File: config.mk
export PLATFORM = sky130hd
export DESIGN_NAME = sfrb_bank
export DESIGN_NICKNAME = d
export VERILOG_FILES = /design/src/sfrb_pkg.sv /design/src/sfrb_bank.sv /design/src/sfrb_decode.sv
export VERILOG_INCLUDE_DIRS = /design/src
export SDC_FILE = /design/constraint.sdc
export NUM_CORES = 1
export LEC_CHECK = 0
export ABC_AREA = 1
export BUFFER_PORTS_ARGS = -buffer_cell sky130_fd_sc_hd__buf_2
export CELL_PAD_IN_SITES_DETAIL_PLACEMENT = 0
export CELL_PAD_IN_SITES_GLOBAL_PLACEMENT = 2
export CORE_MARGIN = 3
export CORE_UTILIZATION = 31
export CTS_CLUSTER_SIZE = 28
export DETAILED_ROUTE_END_ITERATION = 8
export HOLD_SLACK_MARGIN = 0.1
export PLACE_DENSITY = 0.75
export SLEW_MARGIN = 15
export SYNTH_ARGS = -nofsm -noshare
export SYNTH_HDL_FRONTEND = slang
export SYNTH_SLANG_ARGS = --single-unit
File: constraint.sdc
create_clock -name mclk_in -period 9.8 [get_ports mclk_in]
set_clock_uncertainty 0.05 [all_clocks]
set_input_delay 0.49 -clock mclk_in [delete_from_list [all_inputs] [get_ports mclk_in]]
set_output_delay 0.49 -clock mclk_in [all_outputs]
set_load 0.02 [all_outputs]
File: src/sfrb_defs.svh
// Offsets, field positions, masks and reset values of the bank-zero register map
`ifndef SFRB_DEFS_SVH
`define SFRB_DEFS_SVH

// ****************************************
// Register offsets within a bank
// ****************************************
`define SFRB_OFF_INDIRECT   7'h00
`define SFRB_OFF_TIMER_ZERO_COUNT       7'h01
`define SFRB_OFF_PCL        7'h02
`define SFRB_OFF_STATUS     7'h03
`define SFRB_OFF_POINTER    7'h04
`define SFRB_OFF_PORT_A     7'h05
`define SFRB_OFF_PORT_B     7'h06
`define SFRB_OFF_PORT_C     7'h07
`define SFRB_OFF_PORT_D     7'h08
`define SFRB_OFF_PORT_E     7'h09
`define SFRB_OFF_PCUPPER    7'h0A
`define SFRB_OFF_INTCTL     7'h0B
`define SFRB_OFF_PFLAGS1    7'h0C
`define SFRB_OFF_PFLAGS2    7'h0D
`define SFRB_OFF_TIMER_ONE_LOW      7'h0E
`define SFRB_OFF_TIMER_ONE_HIGH      7'h0F
`define SFRB_OFF_T1CTL      7'h10
`define SFRB_OFF_TIMER_TWO_COUNT       7'h11
`define SFRB_OFF_T2CTL      7'h12
`define SFRB_OFF_SSBUF      7'h13
`define SFRB_OFF_SSCTL      7'h14
`define SFRB_OFF_CCP1L      7'h15
`define SFRB_OFF_CCP1H      7'h16
`define SFRB_OFF_CCP1CTL    7'h17
`define SFRB_OFF_RXSTAT     7'h18
`define SFRB_OFF_TXDATA     7'h19
`define SFRB_OFF_RXDATA     7'h1A
`define SFRB_OFF_CCP2L      7'h1B
`define SFRB_OFF_CCP2H      7'h1C
`define SFRB_OFF_CCP2CTL    7'h1D

// ****************************************
// Implemented-bit masks
// ****************************************
`define SFRB_MASK_PORT_A    8'h3F
`define SFRB_MASK_PORT_E    8'h07
`define SFRB_MASK_PCUPPER   8'h1F
`define SFRB_MASK_PFLAGS1   8'hBF
`define SFRB_MASK_PFLAGS2   8'h01
`define SFRB_MASK_T1CTL     8'h3F
`define SFRB_MASK_T2CTL     8'h7F
`define SFRB_MASK_CCPCTL    8'h3F
`define SFRB_MASK_RXSTAT    8'hF7

// ****************************************
// Status fields
// ****************************************
`define SFRB_ST_IRP         7
`define SFRB_ST_RP1         6
`define SFRB_ST_RP0         5
`define SFRB_ST_TO          4
`define SFRB_ST_PD          3
// Timeout/power-down pair after power-on
`define SFRB_ST_TOPD_POR    2'h3

// ****************************************
// Reset values
// ****************************************
`define SFRB_RST_ZERO       8'h00
`define SFRB_RST_UNKNOWN    8'h00

`endif

File: src/sfrb_pkg.sv
// Types shared by the bank-zero register map
package sfrb_pkg;

    // Data-memory access from the core
    typedef struct packed {
        logic       rd;
        logic       wr;
        logic [8:0] addr;
        logic [7:0] wdata;
    } sfrb_access_t;

    // Kind of reset in effect
    typedef enum logic [1:0] {
        SFRB_RST_NONE,
        SFRB_RST_POWER,
        SFRB_RST_OTHER
    } sfrb_rst_kind_t;

    // Port latch and pin views
    typedef struct packed {
        logic [7:0] a;
        logic [7:0] b;
        logic [7:0] c;
        logic [7:0] d;
        logic [7:0] e;
    } sfrb_ports_t;

endpackage
File: src/sfrb_bank.sv
// Bank-zero special function register bank with dual reset behaviour
//
// Behaviour
// - Unimplemented locations and bits read as zero.
// - Common registers decode at the same offset whatever the bank bits.
// - Upper PC bits are reached only through a 5-bit buffer fed to PC 12:8.
// - Power-on/brown-out and pin/watchdog resets give separate reset values.
// - Port writes load the output latch while port reads return the pin levels.
`timescale 1ns/100ps
`include "sfrb_defs.svh"

module sfrb_bank (
    input  wire logic                 mclk_in,
    input  wire logic                 rstn_in,
    input  wire logic                 por_in,
    input  wire logic                 other_rst_in,
    input  wire sfrb_pkg::sfrb_access_t acc_in,
    input  wire sfrb_pkg::sfrb_ports_t  pins_in,
    input  wire logic [8:0]           indirect_rdata_in,
    input  wire logic [7:0]           pc_low_in,
    input  wire logic [2:0]           status_flags_in,
    input  wire logic                 status_flags_we_in,
    input  wire logic                 pc_load_in,
    output logic [7:0]                rdata_out,
    output logic                      rvalid_out,
    output sfrb_pkg::sfrb_ports_t     latch_out,
    output logic [4:0]                pc_upper_out,
    output logic                      pcl_we_out,
    output logic [7:0]                pcl_wdata_out,
    output logic                      indirect_we_out,
    output logic [8:0]                indirect_addr_out,
    output logic [7:0]                indirect_wdata_out,
    output logic                      tx_load_out,
    output logic [7:0]                bank_select_out
);

    // ****************************************
    // Reset release and pin synchronisers
    // ****************************************
    logic [1:0]            rst_sync_reg;
    logic                  rst_n;
    sfrb_pkg::sfrb_ports_t pins_s1_reg;
    sfrb_pkg::sfrb_ports_t pins_s2_reg;
    logic [1:0]            por_sync_reg;
    logic [1:0]            oth_sync_reg;

    // Two-stage release keeps deassertion synchronous to mclk_in
    always_ff @(posedge mclk_in or negedge rstn_in) begin
        if (!rstn_in) begin
            rst_sync_reg <= 2'h0;
        end else begin
            rst_sync_reg <= {rst_sync_reg[0], 1'b1};
        end
    end
    assign rst_n = rst_sync_reg[1];

    // Pins and reset-cause levels come from outside the clock domain
    always_ff @(posedge mclk_in or negedge rst_n) begin
        if (!rst_n) begin
            pins_s1_reg  <= '0;
            pins_s2_reg  <= '0;
            por_sync_reg <= 2'h0;
            oth_sync_reg <= 2'h0;
        end else begin
            pins_s1_reg  <= pins_in;
            pins_s2_reg  <= pins_s1_reg;
            por_sync_reg <= {por_sync_reg[0], por_in};
            oth_sync_reg <= {oth_sync_reg[0], other_rst_in};
        end
    end

    // ****************************************
    // Address decode
    // ****************************************
    logic       hit;
    logic [6:0] off;
    logic       wr;
    logic       rd;

    sfrb_decode u_decode (
        .addr_in (acc_in.addr),
        .hit_out (hit),
        .off_out (off)
    );
    assign wr = acc_in.wr && hit;
    assign rd = acc_in.rd;

    // ****************************************
    // Register storage, indexed by offset
    // ****************************************
    logic [7:0] regs_reg  [0:29];
    logic [7:0] regs_next [0:29];
    logic [7:0] rdata_reg, rdata_next;
    logic       rvalid_reg, rvalid_next;
    logic       pcl_we_reg, pcl_we_next;
    logic       ind_we_reg, ind_we_next;
    logic       tx_reg, tx_next;
    logic [7:0] wdata_reg, wdata_next;
    logic [4:0] pcu_reg, pcu_next;

    // Implemented-bit mask per offset; unimplemented bits store and read zero
    function automatic logic [7:0] bit_mask(input logic [6:0] o);
        case (o)
            `SFRB_OFF_PORT_A:  bit_mask = `SFRB_MASK_PORT_A;
            `SFRB_OFF_PORT_E:  bit_mask = `SFRB_MASK_PORT_E;
            `SFRB_OFF_PCUPPER: bit_mask = `SFRB_MASK_PCUPPER;
            `SFRB_OFF_PFLAGS1: bit_mask = `SFRB_MASK_PFLAGS1;
            `SFRB_OFF_PFLAGS2: bit_mask = `SFRB_MASK_PFLAGS2;
            `SFRB_OFF_T1CTL:   bit_mask = `SFRB_MASK_T1CTL;
            `SFRB_OFF_T2CTL:   bit_mask = `SFRB_MASK_T2CTL;
            `SFRB_OFF_CCP1CTL: bit_mask = `SFRB_MASK_CCPCTL;
            `SFRB_OFF_CCP2CTL: bit_mask = `SFRB_MASK_CCPCTL;
            `SFRB_OFF_RXSTAT:  bit_mask = `SFRB_MASK_RXSTAT;
            default:           bit_mask = 8'hFF;
        endcase
    endfunction

    // Registers cleared by every reset; power-on clears the rest except status 4:3, pin or watchdog reset keeps them except status 7:5, INTCTL 7:1, RXSTAT 7:1
    function automatic logic clr_any(input logic [6:0] o);
        case (o)
            `SFRB_OFF_PFLAGS1, `SFRB_OFF_PFLAGS2, `SFRB_OFF_TIMER_TWO_COUNT,
            `SFRB_OFF_T2CTL, `SFRB_OFF_SSCTL, `SFRB_OFF_CCP1CTL,
            `SFRB_OFF_CCP2CTL, `SFRB_OFF_TXDATA, `SFRB_OFF_RXDATA,
            `SFRB_OFF_PCUPPER: clr_any = 1'b1;
            default:           clr_any = 1'b0;
        endcase
    endfunction

    // Next state: writes, port latches, resets by cause
    always_comb begin
        logic [7:0] st;
        st = `SFRB_RST_ZERO;
        for (int i = 0; i < 30; i++) begin
            regs_next[i] = regs_reg[i];
        end
        pcl_we_next = 1'b0;
        ind_we_next = 1'b0;
        tx_next     = 1'b0;
        wdata_next  = acc_in.wdata;
        pcu_next    = pcu_reg;
        if (wr) begin
            case (off)
                `SFRB_OFF_INDIRECT: ind_we_next = 1'b1;
                `SFRB_OFF_PCL:      pcl_we_next = 1'b1;
                `SFRB_OFF_RXDATA:   ;       // Read-only, write ignored
                `SFRB_OFF_TXDATA: begin
                    regs_next[off[4:0]] = acc_in.wdata;
                    tx_next             = 1'b1;
                end
                `SFRB_OFF_STATUS: begin
                    // Timeout and power-down are not software-writable
                    st = regs_reg[3];
                    regs_next[3] = {acc_in.wdata[7:5], st[4:3], acc_in.wdata[2:0]};
                end
                default: begin
                    regs_next[off[4:0]] = acc_in.wdata & bit_mask(off);
                end
            endcase
        end
        if (status_flags_we_in) begin
            regs_next[3][2:0] = status_flags_in;
        end
        // Buffer moves into PC 12:8 on a core jump or PROGRAM_COUNTER_LOW write
        if (pc_load_in || pcl_we_next) begin
            pcu_next = regs_next[10][4:0];
        end
        if (por_sync_reg[1]) begin
            // Power-on or brown-out: documented clears, unknowns taken as zero
            for (int i = 0; i < 30; i++) begin
                regs_next[i] = `SFRB_RST_UNKNOWN;
            end
            regs_next[3] = {3'h0, `SFRB_ST_TOPD_POR, 3'h0};
            pcu_next     = 5'h00;
        end else if (oth_sync_reg[1]) begin
            // Pin or watchdog: listed registers clear, as do status 7:5, INTCTL 7:1 and RXSTAT 7:1; others hold
            for (int i = 0; i < 30; i++) begin
                if (clr_any(7'(i))) begin
                    regs_next[i] = `SFRB_RST_ZERO;
                end
            end
            regs_next[3][7:5] = 3'h0;
            regs_next[11][7:1] = 7'h00;
            regs_next[24] = {4'h0, 1'b0, 2'h0, regs_reg[24][0]};
            pcu_next      = 5'h00;
        end
        rvalid_next = rd;
        rdata_next  = `SFRB_RST_ZERO;
        if (rd && hit) begin
            case (off)
                `SFRB_OFF_INDIRECT: rdata_next = indirect_rdata_in[7:0];
                `SFRB_OFF_PCL:      rdata_next = pc_low_in;
                `SFRB_OFF_TXDATA:   rdata_next = `SFRB_RST_ZERO;
                `SFRB_OFF_PORT_A:   rdata_next = pins_s2_reg.a & `SFRB_MASK_PORT_A;
                `SFRB_OFF_PORT_B:   rdata_next = pins_s2_reg.b;
                `SFRB_OFF_PORT_C:   rdata_next = pins_s2_reg.c;
                `SFRB_OFF_PORT_D:   rdata_next = pins_s2_reg.d;
                `SFRB_OFF_PORT_E:   rdata_next = pins_s2_reg.e & `SFRB_MASK_PORT_E;
                default:            rdata_next = regs_reg[off[4:0]] & bit_mask(off);
            endcase
        end
    end

    // Register update only
    always_ff @(posedge mclk_in or negedge rst_n) begin
        if (!rst_n) begin
            for (int i = 0; i < 30; i++) begin
                regs_reg[i] <= `SFRB_RST_ZERO;
            end
            rdata_reg  <= `SFRB_RST_ZERO;
            rvalid_reg <= 1'b0;
            pcl_we_reg <= 1'b0;
            ind_we_reg <= 1'b0;
            tx_reg     <= 1'b0;
            wdata_reg  <= `SFRB_RST_ZERO;
            pcu_reg    <= 5'h00;
        end else begin
            for (int i = 0; i < 30; i++) begin
                regs_reg[i] <= regs_next[i];
            end
            rdata_reg  <= rdata_next;
            rvalid_reg <= rvalid_next;
            pcl_we_reg <= pcl_we_next;
            ind_we_reg <= ind_we_next;
            tx_reg     <= tx_next;
            wdata_reg  <= wdata_next;
            pcu_reg    <= pcu_next;
        end
    end

    // ****************************************
    // Outputs, all from flip-flops
    // ****************************************
    assign rdata_out          = rdata_reg;
    assign rvalid_out         = rvalid_reg;
    assign latch_out          = '{a: regs_reg[5], b: regs_reg[6], c: regs_reg[7],
                                  d: regs_reg[8], e: regs_reg[9]};
    assign pc_upper_out       = pcu_reg;
    assign pcl_we_out         = pcl_we_reg;
    assign pcl_wdata_out      = wdata_reg;
    assign indirect_we_out    = ind_we_reg;
    // Indirect reach uses pointer plus indirect bank bit, kept clear by software
    assign indirect_addr_out  = {regs_reg[3][`SFRB_ST_IRP], regs_reg[4]};
    assign indirect_wdata_out = wdata_reg;
    assign tx_load_out        = tx_reg;
    assign bank_select_out    = regs_reg[3];

endmodule

File: src/sfrb_decode.sv
// Address decoder: bank-independent common registers and bank-zero window
`timescale 1ns/100ps
`include "sfrb_defs.svh"

module sfrb_decode (
    input  wire logic [8:0] addr_in,
    output logic            hit_out,
    output logic [6:0]      off_out
);

    // Common registers are seen at their offset in every bank
    function automatic logic is_common(input logic [6:0] off);
        is_common = (off == `SFRB_OFF_INDIRECT) || (off == `SFRB_OFF_PCL)
                 || (off == `SFRB_OFF_STATUS) || (off == `SFRB_OFF_POINTER)
                 || (off == `SFRB_OFF_PCUPPER) || (off == `SFRB_OFF_INTCTL);
    endfunction

    // Bank zero holds everything below 0x1E; common ones ignore bank bits
    always_comb begin
        off_out = addr_in[6:0];
        hit_out = is_common(addr_in[6:0])
               || ((addr_in[8:7] == 2'b00) && (addr_in[6:0] <= `SFRB_OFF_CCP2CTL));
    end

endmodule

==> flow_metrics.py <==
metrics = {
    "run_status": {
        "outcome": "complete, no violations",
    },
    "power_and_ir_drop": {
        "p_per_area_nw_per_um2": 146.4,
        "ir_drop_mv": 0.1220,
        "power_leakage_nw": 11.76,
        "fin_total_pwr_w": 0.003528,
    },
    "timing": {
        "worst_pin_slew_ns": 1.089,
        "rsz0062_at_grt": "false",
        "finalHoldViolCount": 0,
        "holdWs_ns": 0.1587,
        "drv_slew": 0,
        "timing.setup.tns_ns": 0,
        "fin_crit_ns": 5.304,
        "clock.fmax_mhz": 188.5,
        "final.period_utilization_pct": 54.13,
        "slew_headroom_pct": 27.39,
        "finalSetupViolCount": 0,
    },
    "cts": {
        "cts_max_path_buffers": 3,
        "root_buffer": "clkbuf_16",
        "clk_latency_ns": 0.61,
        "cts_htree_levels": 2,
        "cts_tree": "built",
        "cts_inserted_buffers": 45,
        "clock_sinks": 337,
        "post_cts_buffers": 0,
        "clk_pin_slew_ns": 0.06,
    },
    "logic_synthesis": {
        "synth_fa_ha_area_share_pct": 0.2347,
        "yosys.area.top_type_share_pct": 39.54,
        "synth_compound_area_share_pct": 13.15,
        "ys_seq_elements": 337,
        "yosys.area_share.xor_xnor_pct": 0,
        "synth-warning-count": 0,
        "post-synth-top-count-cell": "nand2_1",
        "synthFlopType": "dfrtp_1",
        "syn_nets": 3310,
        "yosys.area_share.simple_pct": 36.90,
        "seq_area_frac_synth_pct": 39.54,
        "synth_mux_area_share_pct": 0,
        "async_flop_share_pct": 100.0,
        "synth_top_family_by_area": "simple AND/OR/NAND/NOR gates",
        "ys_types": 38,
        "synth_cells": 3221,
        "synth_area_leaders": "dfrtp_1, nand2_1, o21ai_0",
        "synth_commonest_cells": "nand2_1, dfrtp_1, o21ai_0, nor2_1, nand3_1",
        "avgSynthCellArea_um2": 6.622,
        "synth-edff-count": 0,
        "netlist_area_um2": 21330,
        "synth_top_area_cell": "dfrtp_1",
    },
    "global_route": {
        "grt_pass1_wl_um": 140400,
        "track_usage_pct": 26.11,
        "antenna_found_initial": 5,
        "first_global_vias": 20980,
        "grt_overflow": 0,
        "grt_max_degree": 147,
    },
    "placed_design": {
        "place_congestion": 0.9141,
        "io_buffers": 166,
        "placed_area_um2": 22210,
        "dp_hpwl_um": 61530,
    },
    "cells_and_area": {
        "final_cell_area_um2": 24090,
        "areaGrowthSynthToFinish_pct": 12.96,
        "multiInputGateArea_um2": 10750,
        "regArea_um2": 8438,
        "largest_reg_flops": 184,
        "drive_gt1_share_pct": 11.02,
        "fillers": 7269,
        "utilization_pct": 35.62,
        "nets": 3340,
    },
    "floorplanning": {
        "start_util_pct": 31.53,
        "die_h_um": 268.3,
        "die-area_um2": 71980,
        "num_io_pins": 175,
        "coreArea_um2": 67630,
        "rows": 95,
        "die_w_um": 268.3,
    },
    "drt": {
        "via_per_inst": 5.324,
        "vias": 22160,
        "drtPass1Iterations": 6,
        "drc": 0,
        "drt-wirelength-per-cell_um": 22.93,
        "drt-initial-drc-count": 1892,
        "wirelength_um": 95420,
        "drtAntennaViolNets": 0,
    },
    "setup_path": {
        "required_ns": 10.21,
        "cp.arrival_ns": 5.72,
        "crit_path_max_fanout": 45,
        "critPathKind": "input pin to flop",
        "startpoint_type": "input pin",
        "critPathCaptureType": "flop",
    },
    "run": {
        "max_cap_violations": 0,
    },
    "hold_path": {
        "hp-class": "input pin to flop",
    },
}
==> layer usage <==
metal	up-vias	GRT usage, %	part of all wire [%]
met5	-	0	0.014
met4	2	10.82	4.2
met3	168	3.791	7.3
met2	904	41.44	45
met1	10710	35.72	43
li1	10380	-	-
==> metrics by stage <==
stage,setup WS [ns],instances
2_1_floorplan,4.241,3221
3_3_place_gp,3.938,4040
3_5_place_dp,3.894,4040
4_1_cts,4.517,4159
5_1_grt,4.280,4159
6_report,4.496,4162
==> final timing paths <==
path                                    startpoint                  to  slack [ns]  depth (start not counted)
worst max-delay path                     acc_in[9]        regs_reg[36]        4.50                         14
worst min-delay path            status_flags_in[1]  bank_select_out[1]        0.16                          5
worst max register to register     por_sync_reg[1]        regs_reg[94]        7.03                          8
worst min register to register     rst_sync_reg[1]        regs_reg[41]        0.26                          0
max in group asynchronous          rst_sync_reg[1]     pins_s2_reg[13]        7.39                          2
min in group asynchronous                  rstn_in     rst_sync_reg[0]        0.17                          2
==> area by class of cell <==
class	count	area share, %
clock inverters	23	1.122
well taps	873	4.534
repair buffers	246	6.404
diodes	3	0.03116
flip-flops and latches	337	35.02
inverters	201	3.158
clock buffers	59	5.100
multi-input cells	2420	44.63
==> cells by family after synthesis <==
group	Yosys count
DFF	337
other	1
and+or+nand+nor	1888
buffers and inverters	464
AOI/OAI and AO/OA	527
adders and majority gates	4
==> layout by cell type, fill, tap and decap left out, types with 4 or more instances in the layout <==
master / n
clkinv_2: 8
nor2_4: 17
dlygate4sd3_1: 37
nor3_1: 9
nand2_2: 18
inv_6: 5
nand3_1: 191
nor2_1: 254
nand2_1: 1266
o22ai_1: 10
ha_1: 4
clkbuf_1: 9
a21oi_1: 95
o21bai_1: 7
inv_1: 178
o21ai_1: 90
clkinv_1: 6
buf_4: 42
nor2_2: 15
clkbuf_8: 5
inv_2: 14
o211ai_1: 39
buf_2: 165
dfrtp_1: 335
o21ai_0: 274
clkbuf_16: 45
a22o_1: 4
nand4_1: 106
==> power breakdown <==
group | internal (W) | switching [W] | total [W]
Combinational | 0.0000876 | 0.000314 | 0.000402
Clock | 0.000981 | 0.000718 | 0.00170
Sequential | 0.00141 | 0.0000142 | 0.00143
Total | 0.00248 | 0.00105 | 0.00353
==> critical path, cell delays in order <==
cell	delay [ns]
buf_2	0.35
buf_4	0.44
ha_1	0.46
inv_2	0.21
nor2_1	0.07
nand2_1	0.17
nand2_1	0.12
nor2_4	0.66
nand3_2	0.83
nand2_2	0.69
buf_4	0.58
nand2_2	0.37
nand2_1	0.15
o21ai_0	0.08
==> repair_timing <==
item | CTS | global route
hold endpoints to repair | 38 | 0
hold buffers | 37 | 0
gates resized for setup | 0 | 0
No activity file was read; power rests on OpenSTA's default activity.
